[config.mk]
export PLATFORM = sky130hd
export DESIGN_NAME = gcs_regs
export DESIGN_NICKNAME = d
export VERILOG_FILES = /design/src/inc/gcs_pkg.sv /design/src/rtl/gcs_regs.sv
export SDC_FILE = /design/constraint.sdc
export NUM_CORES = 1
export LEC_CHECK = 0
export BUFFER_PORTS_ARGS = -buffer_cell sky130_fd_sc_hd__buf_2
export CAP_MARGIN = 20
export CORE_MARGIN = 2
export CORE_UTILIZATION = 40
export CTS_BUF_LIST = sky130_fd_sc_hd__clkbuf_4 sky130_fd_sc_hd__clkbuf_8 sky130_fd_sc_hd__clkbuf_16
export CTS_CLUSTER_SIZE = 28
export DETAILED_ROUTE_END_ITERATION = 16
export SYNTH_ARGS = -nofsm -noshare
export SYNTH_HDL_FRONTEND = slang
export SYNTH_SLANG_ARGS = --single-unit
[constraint.sdc]
create_clock -name clk -period 1.7 [get_ports clk]
set_input_delay 0.085 -clock clk [delete_from_list [all_inputs] [get_ports clk]]
set_output_delay 0.085 -clock clk [all_outputs]
set_load 0.05 [all_outputs]
[src/inc/gcs_pkg.sv]
/*
 * Shared definitions of the rate sensor control and status register bank:
 * register offsets, bit positions, reset values, path and mode codes, and
 * the structs that carry the host access, the samples and the settings.
 * Assumes one clock domain shared by the serial front end and the core.
 */
package gcs_pkg;

	// Register offsets (7-bit serial addresses)
	localparam logic [6:0] ADDR_IRQ_ROUTING   = 7'h22;
	localparam logic [6:0] ADDR_RANGE_FORMAT  = 7'h23;
	localparam logic [6:0] ADDR_FILTER_FIFO   = 7'h24;
	localparam logic [6:0] ADDR_IRQ_REFERENCE = 7'h25;
	localparam logic [6:0] ADDR_TEMPERATURE   = 7'h26;
	localparam logic [6:0] ADDR_SAMPLE_STATUS = 7'h27;
	localparam logic [6:0] ADDR_RATE_X_LOW    = 7'h28;
	localparam logic [6:0] ADDR_RATE_X_HIGH   = 7'h29;
	localparam logic [6:0] ADDR_RATE_Y_LOW    = 7'h2A;
	localparam logic [6:0] ADDR_RATE_Y_HIGH   = 7'h2B;
	localparam logic [6:0] ADDR_RATE_Z_LOW    = 7'h2C;
	localparam logic [6:0] ADDR_RATE_Z_HIGH   = 7'h2D;
	localparam logic [6:0] ADDR_BUFFER_MODE   = 7'h2E;

	// Interrupt routing bits
	localparam int BIT_IRQ_TO_PIN_ONE    = 7;
	localparam int BIT_RELOAD_TO_PIN_ONE = 6;
	localparam int BIT_PIN_ONE_LOW       = 5;
	localparam int BIT_OPEN_DRAIN        = 4;
	localparam int BIT_READY_TO_TWO      = 3;
	localparam int BIT_WATERMARK_TO_TWO  = 2;
	localparam int BIT_OVERFLOW_TO_TWO   = 1;
	localparam int BIT_VACANT_TO_TWO     = 0;

	// Range and format bits
	localparam int BIT_BYTE_ORDER = 6;
	localparam int LSB_RANGE      = 4;
	localparam int LSB_SELFTEST   = 1;
	localparam int BIT_SPI_WIRES  = 0;

	// Filter, buffer and reload bits
	localparam int BIT_RELOAD    = 7;
	localparam int BIT_FIFO_ON   = 6;
	localparam int BIT_HIGHPASS  = 4;
	localparam int LSB_IRQ_PATH  = 2;
	localparam int LSB_OUT_PATH  = 0;

	// Buffer mode register fields
	localparam int LSB_BUFFER_MODE = 5;
	localparam int LSB_WATERMARK   = 0;

	// Status register bits
	localparam int BIT_ALL_OVR   = 7;
	localparam int LSB_AXIS_OVR  = 4;
	localparam int BIT_ALL_READY = 3;
	localparam int LSB_AXIS_RDY  = 0;

	// Writable bit masks; everything else stays zero
	localparam logic [7:0] MASK_IRQ_ROUTING  = 8'hFF;
	localparam logic [7:0] MASK_RANGE_FORMAT = 8'h77;
	localparam logic [7:0] MASK_FILTER_FIFO  = 8'h5F;
	localparam logic [7:0] MASK_BUFFER_MODE  = 8'hFF;

	// Reset values
	localparam logic [7:0]  RESET_BYTE = 8'h00;
	localparam logic [15:0] RESET_WORD = 16'h0000;

	// Full scale codes
	localparam logic [1:0] RANGE_245  = 2'h0;
	localparam logic [1:0] RANGE_500  = 2'h1;
	localparam logic [1:0] RANGE_2000 = 2'h2;

	// Self-test codes
	localparam logic [1:0] SELFTEST_OFF = 2'h0;
	localparam logic [1:0] SELFTEST_POS = 2'h1;
	localparam logic [1:0] SELFTEST_NEG = 2'h3;

	// Buffer mode codes
	localparam logic [2:0] BUFMODE_BYPASS = 3'h0;
	localparam logic [2:0] BUFMODE_FIFO   = 3'h1;
	localparam logic [2:0] BUFMODE_STREAM = 3'h2;

	// Effective filter path for output data or the interrupt generator
	typedef enum logic [1:0] {
		PATH_RAW      = 2'b00,
		PATH_HP       = 2'b01,
		PATH_LP2      = 2'b10,
		PATH_HP_LP2   = 2'b11
	} gcs_path_t;

	// Register access from the serial front end
	typedef struct packed {
		logic       rd;
		logic       wr;
		logic [6:0] addr;
		logic [7:0] wdata;
	} gcs_access_t;

	// Samples from the measurement core
	typedef struct packed {
		logic [2:0]  axis_new;
		logic [15:0] rate_x;
		logic [15:0] rate_y;
		logic [15:0] rate_z;
		logic        temp_new;
		logic [7:0]  temp;
	} gcs_sample_t;

	// One interrupt pin as two signals
	typedef struct packed {
		logic out;
		logic oe;
	} gcs_pin_t;

	// Settings that steer the rest of the device
	typedef struct packed {
		logic [1:0] range_select;
		logic [1:0] selftest_select;
		logic       spi_wire_count_select;
		logic       fifo_on;
		gcs_path_t  output_path;
		gcs_path_t  irq_path;
		logic [7:0] irq_reference_value;
		logic [2:0] buffer_mode;
		logic [4:0] watermark_level;
	} gcs_cfg_t;

endpackage

[src/rtl/gcs_regs.sv]
/*
 * Control and status register bank of a three-axis rate sensor.
 * Serves byte reads and writes from the serial front end, latches samples,
 * keeps ready and overrun flags and drives both interrupt pins.
 * Assumes the front end, the core and the buffer logic share clk; a read
 * answers one cycle after its strobe.
 */

// How it works
// - Routing register enables irq and reload on pin one
// - Polarity bit sets pin one active level
// - Output-type bit picks push-pull or open-drain
// - Four enables route events to pin two
// - Byte-order bit swaps rate byte positions
// - Two-bit field selects full-scale range
// - Two-bit field selects self-test sign
// - Serial mode bit picks four or three wires
// - Reload bit requests trim reload, reads zero
// - Buffer enable bit switches buffer on
// - Output path select with high-pass enable
// - Interrupt path select, same coding
// - Eight-bit reference register feeds interrupt path
// - Per-axis and combined sample ready flags
// - Combined overrun when unread set overwritten
// - Per-axis overrun when unread value overwritten
// - Rates are 16-bit words over byte pairs
// - Three-bit buffer mode field
// - Five-bit watermark level field
// - Reading reference resets high-pass in normal modes
module gcs_regs (
	input  wire logic                 clk,
	input  wire logic                 rst_n,
	input  wire gcs_pkg::gcs_access_t access,
	input  wire gcs_pkg::gcs_sample_t sample,
	input  wire logic                 irq_event,
	input  wire logic                 reload_busy,
	input  wire logic                 buf_watermark,
	input  wire logic                 buf_overflow,
	input  wire logic                 buf_vacant,
	input  wire logic [1:0]           highpass_mode,
	output logic [7:0]                rd_data,
	output logic                      rd_valid,
	output gcs_pkg::gcs_cfg_t         cfg,
	output logic                      reload_req,
	output logic                      highpass_reset,
	output gcs_pkg::gcs_pin_t         interrupt_pin_one,
	output gcs_pkg::gcs_pin_t         ready_or_interrupt_pin_two
);
	import gcs_pkg::*;

	// Whole state of the bank
	typedef struct packed {
		logic [7:0]  irq_routing;      // Pin routing and drive
		logic [7:0]  range_format;     // Range, order, self-test, wires
		logic [7:0]  filter_fifo;      // Paths, buffer enable
		logic [7:0]  irq_reference;    // Reference byte
		logic [7:0]  temperature;      // Last temperature
		logic [15:0] rate_x;           // Output data registers
		logic [15:0] rate_y;
		logic [15:0] rate_z;
		logic [7:0]  buffer_ctrl;      // Mode and watermark
		logic [2:0]  axis_ready;       // z, y, x
		logic [2:0]  axis_overrun;     // z, y, x
		logic        all_axes_ready;
		logic        all_axes_overrun;
		logic [7:0]  rd_data;
		logic        rd_valid;
		logic        reload_req;
		logic        highpass_reset;
		gcs_pin_t    pin_one;
		gcs_pin_t    pin_two;
	} gcs_state_t;

	gcs_state_t state;       // Registered copy
	gcs_state_t next_state;  // Combinational copy

	// Filter path from a select field and the high-pass enable
	function automatic gcs_path_t gcs_path(input logic [1:0] sel, input logic hp_on);
		gcs_path_t p;
		p = PATH_RAW;
		if (sel[1]) begin
			p = hp_on ? PATH_HP_LP2 : PATH_LP2;
		end else if (sel[0]) begin
			p = PATH_HP;
		end
		return p;
	endfunction

	// Pin drive from an asserted level, polarity and drive type
	function automatic gcs_pin_t gcs_drive(input logic active, input logic act_low,
		input logic open_drain);
		gcs_pin_t pin;
		logic     level;
		level   = active ^ act_low;
		pin.out = level;
		// Open drain only pulls low; high level is left to the pull-up
		pin.oe  = open_drain ? ~level : 1'b1;
		return pin;
	endfunction

	// Byte of a rate word at a pair address, honouring byte order
	function automatic logic [7:0] gcs_pick(input logic [15:0] word, input logic upper,
		input logic msb_first);
		return (upper ^ msb_first) ? word[15:8] : word[7:0];
	endfunction

	// Axis touched by a read address, one bit per axis
	function automatic logic [2:0] gcs_axis_hit(input logic [6:0] addr);
		logic [2:0] hit;
		hit    = 3'h0;
		hit[0] = (addr == ADDR_RATE_X_LOW) || (addr == ADDR_RATE_X_HIGH);
		hit[1] = (addr == ADDR_RATE_Y_LOW) || (addr == ADDR_RATE_Y_HIGH);
		hit[2] = (addr == ADDR_RATE_Z_LOW) || (addr == ADDR_RATE_Z_HIGH);
		return hit;
	endfunction

	// Next state
	always_comb begin
		logic       msb_first;
		logic [2:0] axis_read;
		logic       pin_one_active;
		logic       pin_two_active;
		logic [2:0] axis_clear;
		msb_first      = state.range_format[BIT_BYTE_ORDER];
		axis_read      = access.rd ? gcs_axis_hit(access.addr) : 3'h0;
		pin_one_active = 1'b0;
		pin_two_active = 1'b0;
		axis_clear     = 3'h0;
		next_state     = state;

		// Pulses last one cycle
		next_state.rd_valid       = access.rd;
		next_state.reload_req     = 1'b0;
		next_state.highpass_reset = 1'b0;

		// Register writes, masked so spare bits stay zero
		if (access.wr) begin
			unique case (access.addr)
				ADDR_IRQ_ROUTING: begin
					next_state.irq_routing = access.wdata & MASK_IRQ_ROUTING;
				end
				ADDR_RANGE_FORMAT: begin
					next_state.range_format = access.wdata & MASK_RANGE_FORMAT;
				end
				ADDR_FILTER_FIFO: begin
					// Reload bit is not stored, only requested
					next_state.filter_fifo = access.wdata & MASK_FILTER_FIFO;
					next_state.reload_req  = access.wdata[BIT_RELOAD];
				end
				ADDR_IRQ_REFERENCE: begin
					next_state.irq_reference = access.wdata;
				end
				ADDR_BUFFER_MODE: begin
					next_state.buffer_ctrl = access.wdata & MASK_BUFFER_MODE;
				end
				default: begin
					// Read-only or unmapped: write ignored
				end
			endcase
		end

		// Register reads
		next_state.rd_data = RESET_BYTE;
		if (access.rd) begin
			unique case (access.addr)
				ADDR_IRQ_ROUTING:  next_state.rd_data = state.irq_routing;
				ADDR_RANGE_FORMAT: next_state.rd_data = state.range_format;
				ADDR_FILTER_FIFO:  next_state.rd_data = state.filter_fifo;
				ADDR_IRQ_REFERENCE: begin
					next_state.rd_data = state.irq_reference;
					// Normal high-pass modes have a clear low bit
					next_state.highpass_reset = ~highpass_mode[0];
				end
				ADDR_TEMPERATURE: next_state.rd_data = state.temperature;
				ADDR_SAMPLE_STATUS: begin
					next_state.rd_data = {state.all_axes_overrun, state.axis_overrun,
						state.all_axes_ready, state.axis_ready};
				end
				ADDR_RATE_X_LOW:  next_state.rd_data = gcs_pick(state.rate_x, 1'b0, msb_first);
				ADDR_RATE_X_HIGH: next_state.rd_data = gcs_pick(state.rate_x, 1'b1, msb_first);
				ADDR_RATE_Y_LOW:  next_state.rd_data = gcs_pick(state.rate_y, 1'b0, msb_first);
				ADDR_RATE_Y_HIGH: next_state.rd_data = gcs_pick(state.rate_y, 1'b1, msb_first);
				ADDR_RATE_Z_LOW:  next_state.rd_data = gcs_pick(state.rate_z, 1'b0, msb_first);
				ADDR_RATE_Z_HIGH: next_state.rd_data = gcs_pick(state.rate_z, 1'b1, msb_first);
				ADDR_BUFFER_MODE: next_state.rd_data = state.buffer_ctrl;
				default: begin
					// Unmapped reads return zero
					next_state.rd_data = RESET_BYTE;
				end
			endcase
		end

		// Reading an axis clears its flags; a new sample in the same
		// cycle wins, so no event is lost
		axis_clear = axis_read;

		// Temperature update
		if (sample.temp_new) begin
			next_state.temperature = sample.temp;
		end

		// Latch new rate words
		if (sample.axis_new[0]) begin
			next_state.rate_x = sample.rate_x;
		end
		if (sample.axis_new[1]) begin
			next_state.rate_y = sample.rate_y;
		end
		if (sample.axis_new[2]) begin
			next_state.rate_z = sample.rate_z;
		end

		// Per-axis ready and overrun flags
		for (int i = 0; i < 3; i++) begin
			if (sample.axis_new[i]) begin
				next_state.axis_ready[i] = 1'b1;
				// Unread value overwritten
				if (state.axis_ready[i]) begin
					next_state.axis_overrun[i] = 1'b1;
				end
			end else if (axis_clear[i]) begin
				next_state.axis_ready[i]   = 1'b0;
				next_state.axis_overrun[i] = 1'b0;
			end
		end

		// Combined flags follow the per-axis ones
		next_state.all_axes_ready = &next_state.axis_ready;
		if ((|sample.axis_new) && state.all_axes_ready) begin
			next_state.all_axes_overrun = 1'b1;
		end else if (next_state.axis_overrun == 3'h0) begin
			next_state.all_axes_overrun = 1'b0;
		end

		// Pin one: interrupt generator and reload status
		pin_one_active = (state.irq_routing[BIT_IRQ_TO_PIN_ONE] & irq_event) |
			(state.irq_routing[BIT_RELOAD_TO_PIN_ONE] & reload_busy);
		next_state.pin_one = gcs_drive(pin_one_active,
			state.irq_routing[BIT_PIN_ONE_LOW],
			state.irq_routing[BIT_OPEN_DRAIN]);

		// Pin two: ready and buffer conditions, always active high
		pin_two_active = (state.irq_routing[BIT_READY_TO_TWO] & state.all_axes_ready) |
			(state.irq_routing[BIT_WATERMARK_TO_TWO] & buf_watermark) |
			(state.irq_routing[BIT_OVERFLOW_TO_TWO] & buf_overflow) |
			(state.irq_routing[BIT_VACANT_TO_TWO] & buf_vacant);
		next_state.pin_two = gcs_drive(pin_two_active, 1'b0,
			state.irq_routing[BIT_OPEN_DRAIN]);
	end

	// State register with synchronous reset
	always_ff @(posedge clk) begin
		if (!rst_n) begin
			state                  <= '0;
			state.irq_routing      <= RESET_BYTE;
			state.range_format     <= RESET_BYTE;
			state.filter_fifo      <= RESET_BYTE;
			state.irq_reference    <= RESET_BYTE;
			state.buffer_ctrl      <= RESET_BYTE;
			state.rate_x           <= RESET_WORD;
			state.rate_y           <= RESET_WORD;
			state.rate_z           <= RESET_WORD;
			// Idle push-pull low: inactive for active-high default
			state.pin_one.oe       <= 1'b1;
			state.pin_two.oe       <= 1'b1;
		end else begin
			state <= next_state;
		end
	end

	// Outputs straight from the state flops
	assign rd_data                    = state.rd_data;
	assign rd_valid                   = state.rd_valid;
	assign reload_req                 = state.reload_req;
	assign highpass_reset             = state.highpass_reset;
	assign interrupt_pin_one          = state.pin_one;
	assign ready_or_interrupt_pin_two = state.pin_two;

	// Settings decoded from stored fields only
	assign cfg.range_select          = state.range_format[LSB_RANGE +: 2];
	assign cfg.selftest_select       = state.range_format[LSB_SELFTEST +: 2];
	assign cfg.spi_wire_count_select = state.range_format[BIT_SPI_WIRES];
	assign cfg.fifo_on               = state.filter_fifo[BIT_FIFO_ON];
	assign cfg.output_path           = gcs_path(state.filter_fifo[LSB_OUT_PATH +: 2],
		state.filter_fifo[BIT_HIGHPASS]);
	assign cfg.irq_path              = gcs_path(state.filter_fifo[LSB_IRQ_PATH +: 2],
		state.filter_fifo[BIT_HIGHPASS]);
	assign cfg.irq_reference_value   = state.irq_reference;
	assign cfg.buffer_mode           = state.buffer_ctrl[LSB_BUFFER_MODE +: 3];
	assign cfg.watermark_level       = state.buffer_ctrl[LSB_WATERMARK +: 5];

endmodule

* Yosys cells after proc, flatten, opt, wreduce, memory -nomap -nowiden
Index checks and enable logic that the tools add are counted.
** Operators by class
- Multiplexer cells :: 30
- Reductions and logical operators :: 17
- Equality and inequality tests :: 13
- Bitwise operators :: 14
** Operators with widths (count)
- one-hot mux 8 bit (13 select lines) :: 1
- == test 7 x 6 -> 1 bit (second input constant) :: 13
- 2-to-1 mux 8 bit :: 6
- 2-to-1 mux 1 bit :: 20
- AND reduction 2 bit :: 7
- AND reduction 3 bit :: 3
- AND 1 bit :: 6
- 2-to-1 mux 2 bit :: 2
- bitwise OR 1 bit :: 4
- zero test 3 bit :: 1
- logical OR 1 bit :: 3
- 2-to-1 mux 3 bit :: 1
- inverter 1 bit :: 3
- OR reduction 3 bit :: 1
- nonzero test 2 bit :: 1
- logical AND 1 bit :: 1
- XOR 1 bit :: 1
** Storage, ports and cells
- Input port bits :: 86
- Output and inout bits :: 41
- Register bits after elaboration :: 115
- Word-level logic and storage cells :: 95

* Longest topological paths before layout
Gate-level depths: netlist (run 1).
- Word-level depth :: 8
- Gate-level depth with buffers :: 8
- Mapped depth without buffers :: 5

* Least setup slack after synthesis (run 1)
Ideal clock, no wire load.
- Kind :: reg2reg
- Start point :: reg state[109] (netlist name)
- End point :: reg state, in the netlist rd_data[4]
- Path slack :: 0.043 ns
- Setup time :: 0.126 ns
- Arrival :: 1.531 ns
- Clock period less this slack :: 1.657 ns
- Buffers on the path :: 1
- Data required time :: 1.574 ns
- Cell stages (with the launch flop) :: 7
- Path through :: dfxtp_1 buf_2 xor2_4 mux2_4 a22oi_1 a31o_1 a21oi_2
** Between the ends
- Longest elaborated chain between the ends :: 2
- Elaborated cells between the ends (all ways) :: 7
- Those cells by class :: 7 x mux
** RTL lines
- start, declared :: line gcs_regs.sv:74 : gcs_state_t state;
- start signal, assigned :: line gcs_regs.sv:267 : state <= next_state;
- 2-to-1 mux 8 bit :: line gcs_regs.sv:104 : return (upper ^ msb_first) ? word[15:8] : word[7:0];
- one-hot mux 8 bit (13 select lines) * :: line gcs_regs.sv:165 : unique case (access.addr)
Every way passes the cells marked *; elsewhere a longest branch is shown, timed or not.
A chain may end at the register's enable or synchronous reset.

* Worst setup path in the final report (run 1)
- Start point :: reg state[109] (netlist name)
- End point :: reg state, in the netlist rd_data[7]
Same word-level chain as after synthesis.

==> qor.csv, run 1 <==
metric;value;unit
syn_avg_cell_area;9.99;um2
path_delay_family;flip-flops;
ys_ff_latch;115;
rsz0062_at_grt;yes;
dpl.hpwl;11.8;mm
dr.pass1.iters;4;
grt.overflow.total;0;
drt_drc_violations_left;0;
antenna_found_initial;0;
cp_cell_sequence;xor2_4 > buf_12 > buf_4 > mux4_2 > a22oi_2 > a21oi_1;
synth_compound_area_share;8.95;%
syn_inst;563;
worstPathRequired;1.99;ns
cts-root-buf;clkbuf_16;
core_area;13800;um2
slew_headroom;61.5;%
max_stage_delay;0.36;ns
hold_viol;0;
synth-xor-area-share;0.645;%
area_delta_synth_final;36.1;%
placed_area;6290;um2
dieArea;15000;um2
die_w;123;um
critPathCaptureType;flip-flop;
finalSetupTns;0;ns
grt_pass1_vias;4591;
htreeDepth;4;
fp.dieH;123;um
io_pins;127;
start_util;40.7;%
period_share;95.8;%
viasPerCell;4.99;
synth-edff-count;0;
reg2regPathDepth;6;
wl_per_cell;17.7;um
drive_gt1_share;30.3;%
min_from;access[6];
std_cell_rows;43;
clockBufferDepth;2;
numPortBuffers;125;
design_area;7650;um2
synth_area;5620;um2
outcome;complete, no violations;
slowest_stage;dfxtp_4;
nets;823;
clock_skew;0.00389;ns
power_leakage;3.30;nW
yosys.area.top_type_share;40.9;%
synth_fa_ha_area_share;0;%
synth_mux_area_share;23.2;%
ys_warn_count;0;
worstPathBufferInverterCount;2;
critPathLaunchType;flip-flop;
cts_tree;done;
yosysTopAreaCell;dfxtp_1;
min_period;1.63;ns
clk_latency;0.42;ns
min_path_cells;3;
rr_startpoint;state[109];
r2r_end;rd_data[7];
ys_seq_area_share;40.9;%
arrival;1.92;ns
ys_async_sr_fraction;0;%
clkTransAtPathRegs;0.06;ns
yosysUniqueCellTypes;50;
cap_violations;0;
power;7.17;mW
drtIter0Drc;284;
ant_nets;0;
timing_worst_setup_path_type;flip-flop to flip-flop;
synth_most_common_cell;dfxtp_1;
synthSimpleGateAreaFrac;18.2;%
hp-class;input port to flip-flop;
powerDensity;937;nW/um2
r2r_slack;0.07;ns
tightest_slew;0.577;ns
hold_path_end;state[117];
grt_usage;22.8;%
finalSetupViolCount;0;
grt_max_degree;58;
synth_top_family_by_area;multiplexers;
ir_drop;0.586;mV
synthTopCellsByCount;115 x dfxtp_1, 103 x mux2i_1, 93 x nor2b_1;
cts_buffers;17;
max_freq;0.614;GHz
clock-sinks;115;
yosys-top-cells-area;dfxtp_1 41%, mux2i_1 18%, nor2b_1 10%, buf_4 5.3%, mux4_2 2.4%;
yosys_most_used_dff;dfxtp_1;
hold_ws;0.0216;ns
synth_nets;649;
crit_fanout;8;
postRouteWirelength;16.5;mm
gp_congestion;0.888;
vias;4649;
slew_violations;0;
grt_pass1_wl;25.3;mm
==> report_power, final <==
part | total (mW) | switching (mW) | internal, mW
clock network | 3.54 | 1.28 | 2.26
registers | 2.86 | 0.0688 | 2.79
logic | 0.773 | 0.349 | 0.424
==> registers in the layout, summed over array words and instances (netlist names) <==
name / count
highpass_reset: 1
cfg: 22
interrupt_pin_one: 2
state: 78
reload_req: 1
rd_valid: 1
ready_or_interrupt_pin_two: 2
rd_data: 8
==> logic make-up after synthesis <==
| family | after synthesis |
|---|---|
| buf+inv | 75 |
| flops | 115 |
| simple gates | 175 |
| compound gates | 75 |
| xor+xnor | 2 |
| mux | 121 |
==> layout by cell type (no fill, tap or decap), types with 10 or more instances in the layout <==
master,netlist,final
a21boi_0,10,10
a21oi_1,12,12
a22oi_1,15,13
buf_2,11,125
buf_4,40,34
clkbuf_16,0,18
dfxtp_1,115,114
dlygate4sd3_1,0,65
mux2_2,10,10
mux2i_1,103,100
nand2_1,32,31
nand3_1,19,19
nor2b_1,93,93
o21ai_0,14,12
==> worst max path at each step <==
| stage | start | end | slack [ns] | cells after the start |
|---|---|---|---|---|
| after CTS | state[109] | rd_data[4] | 0.05 | 6 |
| after detailed placement | state[109] | rd_data[4] | 0.008 | 6 |
| after floorplan | state[109] | rd_data[4] | 0.04 | 6 |
| final | state[109] | rd_data[7] | 0.07 | 6 |
| after global routing | state[109] | rd_data[5] | 0.002 | 7 |
| after global placement | state[109] | rd_data[0] | -0.009 | 6 |
==> worst min-delay path: stages <==
cell and delay, ns:
buf_2 0.15, nand3_1 0.08, a21boi_0 0.08
==> layer usage <==
metal  part of all wire, %  vias up  GRT usage, %  wire length, um
met4                   1.7        0          8.48              284
li1                      -     2288             -                -
met5                     0        -             0                0
met2                    47      133          36.5             7800
met3                   5.2       23          4.97              857
met1                    46     2205          30.1             7540
==> stage by stage <==
step	setup WS [ns]	cells	util (%)
4_1_cts	0.0506	924	54.6
6_report	0.0722	931	55.3
3_3_place_gp	-0.00890	827	45.5
5_1_grt	0.00215	930	55.3
2_1_floorplan	0.0428	563	-
3_5_place_dp	0.00750	827	45.5
==> final cells by class <==
type	instances	area [um2]
tap	180	225
antenna	1	2.50
fill	1235	6180
inverter	2	7.51
sequential	115	2310
multi-input combinational	373	2900
clock inverter	12	131
timing repair buffer	228	1610
clock buffer	20	467
==> repair_timing <==
item | in CTS | in global routing
hold buffers | 65 | 0
gates resized for setup | 1 | 13
gates cloned | 0 | 1
setup endpoints to repair | 1 | 2
hold endpoints to repair | 69 | 0
buffers inserted | 0 | 5
pin swaps | 0 | 4
Note: power is estimated with default switching activity, not from simulation.
==> run 2, diff against run 1 <==
- PLACE_DENSITY: default -> 0.73
==> run 2 against run 1 <==
  * Clock skew is 0.0013 ns higher
  * Via count up 2.6%
  * Utilization shrank 0.82 points
  * Cell count fell by 0.86%
  * Clock-buffer cell count grew 2
  * Power rose by 1.9%
  * Hold slack worse by 0.011 ns
  * Global-route usage decreased by 0.38 points
  * Largest cell class unchanged
  * Highest routed layer unchanged
==> qor.csv, run 2 (synthesis gave the netlist of run 1 again) <==
metric;value;unit
outcome;complete, no violations;
powerDensity;969;nW/um2
nets;817;
vias;4772;
dr.pass1.iters;4;
grt_pass1_wl;25.1;mm
grt_usage;22.4;%
reg2regPathDepth;5;
start_util;40.7;%
hold_ws;0.0103;ns
hold_viol;0;
min_path_cells;2;
final_cell_mix;125 x buf_2, 114 x dfxtp_1, 102 x mux2i_1;
viasPerCell;5.17;
cap_violations;0;
antenna_cells;0;
max_stage_delay;0.48;ns
timing_worst_setup_path_type;flip-flop to flip-flop;
period_share;97.5;%
seqCellArea;2300;um2
io_pins;127;
slew_violations;0;
path_delay_family;multiplexers;
cts-root-buf;clkbuf_16;
final_core_util;54.5;%
finalSetupTns;0;ns
finalSetupViolCount;0;
hp-class;input port to flip-flop;
wl_per_cell;18.1;um
ant_nets;0;
cts_buffers;17;
cts_tree;done;
power;7.31;mW
clk_latency;0.42;ns
htreeDepth;4;
drt_drc_violations_left;0;
clkTransAtPathRegs;0.05;ns
slew_headroom;63.9;%
area_delta_synth_final;34.0;%
critPathLaunchType;flip-flop;
min_period;1.66;ns
top_register;state;
clockBufferDepth;2;
drive_gt1_share;28.9;%
drtIter0Drc;236;
rsz0062_at_grt;no;
fill_cells;1198;
std_cell_rows;43;
max_freq;0.603;GHz
dpl.hpwl;11.8;mm
min_from;rst_n;
largest_register_ff_count;78;
arrival;1.93;ns
numPortBuffers;125;
cp_cell_sequence;xor2_4 > buf_4 > mux4_2 > nand2_1 > a31oi_1;
crit_fanout;6;
core_area;13800;um2
hold_path_end;cfg[6];
postRouteWirelength;16.7;mm
grt_max_degree;66;
slowest_stage;mux4_2;
clock_skew;0.00520;ns
power_leakage;3.28;nW
gp_congestion;0.911;
ir_drop;0.667;mV
layout_commonest_cell;buf_2;
dieArea;15000;um2
clock-sinks;115;
tightest_slew;0.541;ns
rr_startpoint;state[109];
worstPathBufferInverterCount;1;
die_w;123;um
multi_input_area;2870;um2
r2r_slack;0.04;ns
r2r_end;rd_data[6];
antenna_found_initial;0;
fp.dieH;123;um
grt_pass1_vias;4671;
crit_cells;5;
worstPathRequired;1.97;ns
grt.overflow.total;0;
critPathCaptureType;flip-flop;
[run 2: timing repair]
action / in CTS / in global routing
gates resized for setup: 2 / 0
pin swaps: 1 / 0
setup buffers: 0 / 1
endpoints found under the hold margin: 69 / 0
endpoints found under the setup margin: 3 / 3
cloned: 0 / 0
hold buffers: 64 / 0
[run 2: cell type report]
type | instances | share of cell area, %
Clock buffer | 22 | 6.47
Clock inverter | 9 | 1.69
Inverter | 2 | 0.0996
Multi-Input combinational cell | 373 | 38.1
Sequential cell | 115 | 30.6
Tap cell | 180 | 2.99
Timing Repair Buffer | 222 | 20.1
[run 2: power breakdown]
group	internal [mW]	switching (mW)
Combinational	0.402	0.345
Sequential	2.80	0.0694
Clock	2.46	1.24
[run 2: per-layer routing]
metal  track usage (%)  part of all wire [%]  up-vias
li1                  -                     -     2274
met1              27.7                    42     2269
met2              36.8                    48      186
met3              6.04                   6.3       43
met4              9.27                   3.0        0
met5                 0                     0        -
[run 2: how the worst max path moves through the flow]
stage / from / endpoint
floorplan: state[109] / rd_data[4]
CTS: state[109] / rd_data[7]
global route: state[109] / rd_data[7]
finish: state[109] / rd_data[6]
global placement: state[109] / rd_data[4]
detailed placement: state[109] / rd_data[6]
[run 2: stage by stage]
stage	area, um2	worst slack (ns)	instances
finish	7540	0.0426	923
global route	7540	0.00274	923
CTS	7530	0.0486	922
detailed placement	6270	-0.0252	827
global placement	6270	0.0118	827
floorplan	5620	0.0428	563
==> run 3, diff against run 2 <==
- ABC_AREA: default -> 1
==> run 3 against run 2 <==
  * Critical path depth rose by 3
  * Clock-buffer cell count increased by 2
  * Non-clock buffer count down 22
  * Synthesized cell count increased by 53%
  * Clock power down 12%
  * Sequential power barely moved
==> qor.csv, run 3 <==
metric;value;unit
vias;5858;
p_int;5.13;mW
grt_usage;22.6;%
pre_cts_ws;0.101;ns
ys_async_sr_fraction;0;%
grt.overflow.total;0;
switchingPower;1.63;mW
critPathLaunchType;flip-flop;
top_register;state;
clockBufferDepth;2;
drive_gt1_share;18.8;%
slew_headroom;58.2;%
max_stage_delay;0.36;ns
clock-sinks;115;
rr_startpoint;state[109];
powerDensity;918;nW/um2
crit_path_start;state[109];
clock_skew;0.00871;ns
ys_warn_count;0;
synthTopCellsByCount;183 x nand2_1, 155 x nor2_1, 115 x dfxtp_1;
finalSetupTns;0;ns
gp_congestion;0.910;
cts-root-buf;clkbuf_16;
hold_viol;0;
hp-class;input port to flip-flop;
start_util;41.0;%
fp.dieH;123;um
rsz0062_at_grt;no;
grt_max_degree;41;
syn_avg_cell_area;6.60;um2
dpl.hpwl;11.9;mm
dr.pass1.iters;5;
tightest_slew;0.627;ns
period_share;91.2;%
slew_violations;0;
ir_drop;0.697;mV
min_from;access[1];
htreeDepth;4;
clk_latency;0.42;ns
yosys_most_used_dff;dfxtp_1;
nets;1092;
yosysTopAreaCell;dfxtp_1;
crit_fanout;32;
clkTransAtPathRegs;0.05;ns
wl_per_cell;14.0;um
syn_inst;862;
finalSetupViolCount;0;
die_w;123;um
finalWorstSetupSlack;0.150;ns
slowest_stage;dfxtp_1;
min_period;1.55;ns
ys_ff_latch;115;
power_frac_comb;9.8;%
postRouteWirelength;16.8;mm
ys_seq_area_share;40.5;%
std_cell_rows;43;
critPathCaptureType;flip-flop;
yosysUniqueCellTypes;31;
antenna_found_initial;1;
grt_pass1_vias;5544;
grt_pass1_wl;26.7;mm
p_seq_share;42.5;%
io_pins;127;
outcome;complete, no violations;
synth_most_common_cell;nand2_1;
post_cts_resized;0;
max_freq;0.645;GHz
worstPathRequired;2.00;ns
arrival;1.85;ns
swShare;24.1;%
cap_violations;0;
power_leakage;3.40;nW
dieArea;15200;um2
cts_buffers;17;
viasPerCell;4.89;
cp_cell_sequence;buf_4 > a21oi_1 > nand2_1 > nand2_1 > nor2_1 > nand2_1 > nor2_1 > nor2_1;
timing_worst_setup_path_type;flip-flop to flip-flop;
numPortBuffers;125;
yosys-top-cells-area;dfxtp_1 40%, nand2_1 12%, nor2_1 10%, o21ai_0 8.9%, a21oi_1 7.9%;
synth_nets;948;
layout_commonest_cell;nand2_1;
p_clk_share;47.7;%
area_delta_synth_final;29.4;%
core_area;13900;um2
yosys.area.top_type_share;40.5;%
largest_register_ff_count;78;
drt_drc_violations_left;0;
synth_area;5690;um2
ant_nets;0;
cts_tree;done;
synth-edff-count;0;
drtIter0Drc;464;
hold_ws;0.00896;ns
final_cell_mix;183 x nand2_1, 155 x nor2_1, 125 x buf_2;
## run 3: changes by cell type after synthesis, moves of 6 or more
cell | previous run | this run
mux4_2 | 6 | 0
nand3_1 | 19 | 34
o21ai_0 | 14 | 101
mux2_2 | 10 | 0
o21ai_1 | 0 | 8
a22oi_1 | 15 | 1
a21boi_0 | 10 | 0
inv_1 | 2 | 59
nor2b_1 | 93 | 0
a21oi_1 | 12 | 90
mux2i_1 | 103 | 0
nand2_1 | 32 | 183
nor2_1 | 6 | 155
inv_2 | 0 | 11
## run 3: per-layer routing
layer | share of wire (%) | vias up | track usage (%) | routed length (um)
li1 | - | 3030 | - | -
met1 | 46 | 2639 | 29.1 | 7720
met2 | 46 | 163 | 36.4 | 7690
met3 | 6.5 | 26 | 6.50 | 1090
met4 | 1.8 | 0 | 7.60 | 300
met5 | 0 | - | 0 | 0
## run 3: final timing paths
kind	depth (start not counted)	to	slack (ns)
min reg2reg	2	state[113]	0.47
max reg2reg	8	rd_data[3]	0.15
min	3	state[112]	0.009
max	8	rd_data[3]	0.15
## run 3: cell families after synthesis
group                  synth area share (%)
buffers and inverters                  12.7
AO/OA/AOI/OAI                          18.7
flip-flops                             40.5
AND/OR/NAND/NOR                        28.1
## run 3: metrics by stage
stage / std cells / utilization (%) / power (mW) / area [um2]
floorplan: 862 / - / 3.24 / 5690
global placement: 1104 / 44.6 / 3.45 / 6190
detailed placement: 1104 / 44.6 / 3.46 / 6190
CTS: 1197 / 53.0 / 6.77 / 7360
global route: 1198 / 53.0 / 6.98 / 7360
finish: 1198 / 53.0 / 6.76 / 7360
## run 3: area by class of cell
| type | count | area (um2) |
|---|---|---|
| fillers | 1391 | 6520 |
| multi-input cells | 602 | 2660 |
| flip-flops and latches | 115 | 2300 |
| repair buffers | 200 | 1370 |
| clock buffers | 24 | 503 |
| inverters | 70 | 263 |
| well taps | 180 | 225 |
| clock inverters | 6 | 30.0 |
| diodes | 1 | 2.50 |
## run 3: repair_timing
| item | in CTS | in global routing |
|---|---|---|
| hold buffers | 63 | 0 |
| setup buffers | 0 | 0 |
| endpoints found under the hold margin | 67 | 0 |
## run 3: critical path, delay by kind of cell, from the launching register on
| family | cells | cell delay, ns |
|---|---|---|
| AO/OA/AOI/OAI | 1 | 0.14 |
| buffers and inverters | 1 | 0.32 |
| flip-flops | 1 | 0.36 |
| AND/OR/NAND/NOR | 6 | 0.61 |
## run 3: power by group through the flow
stage	registers (mW)	logic, mW	clock network (mW)
3_5_place_dp	2.92	0.541	0
4_1_cts	2.87	0.654	3.24
3_3_place_gp	2.92	0.533	0
2_1_floorplan	2.91	0.327	0
6_report	2.87	0.661	3.23
5_1_grt	2.88	0.741	3.36
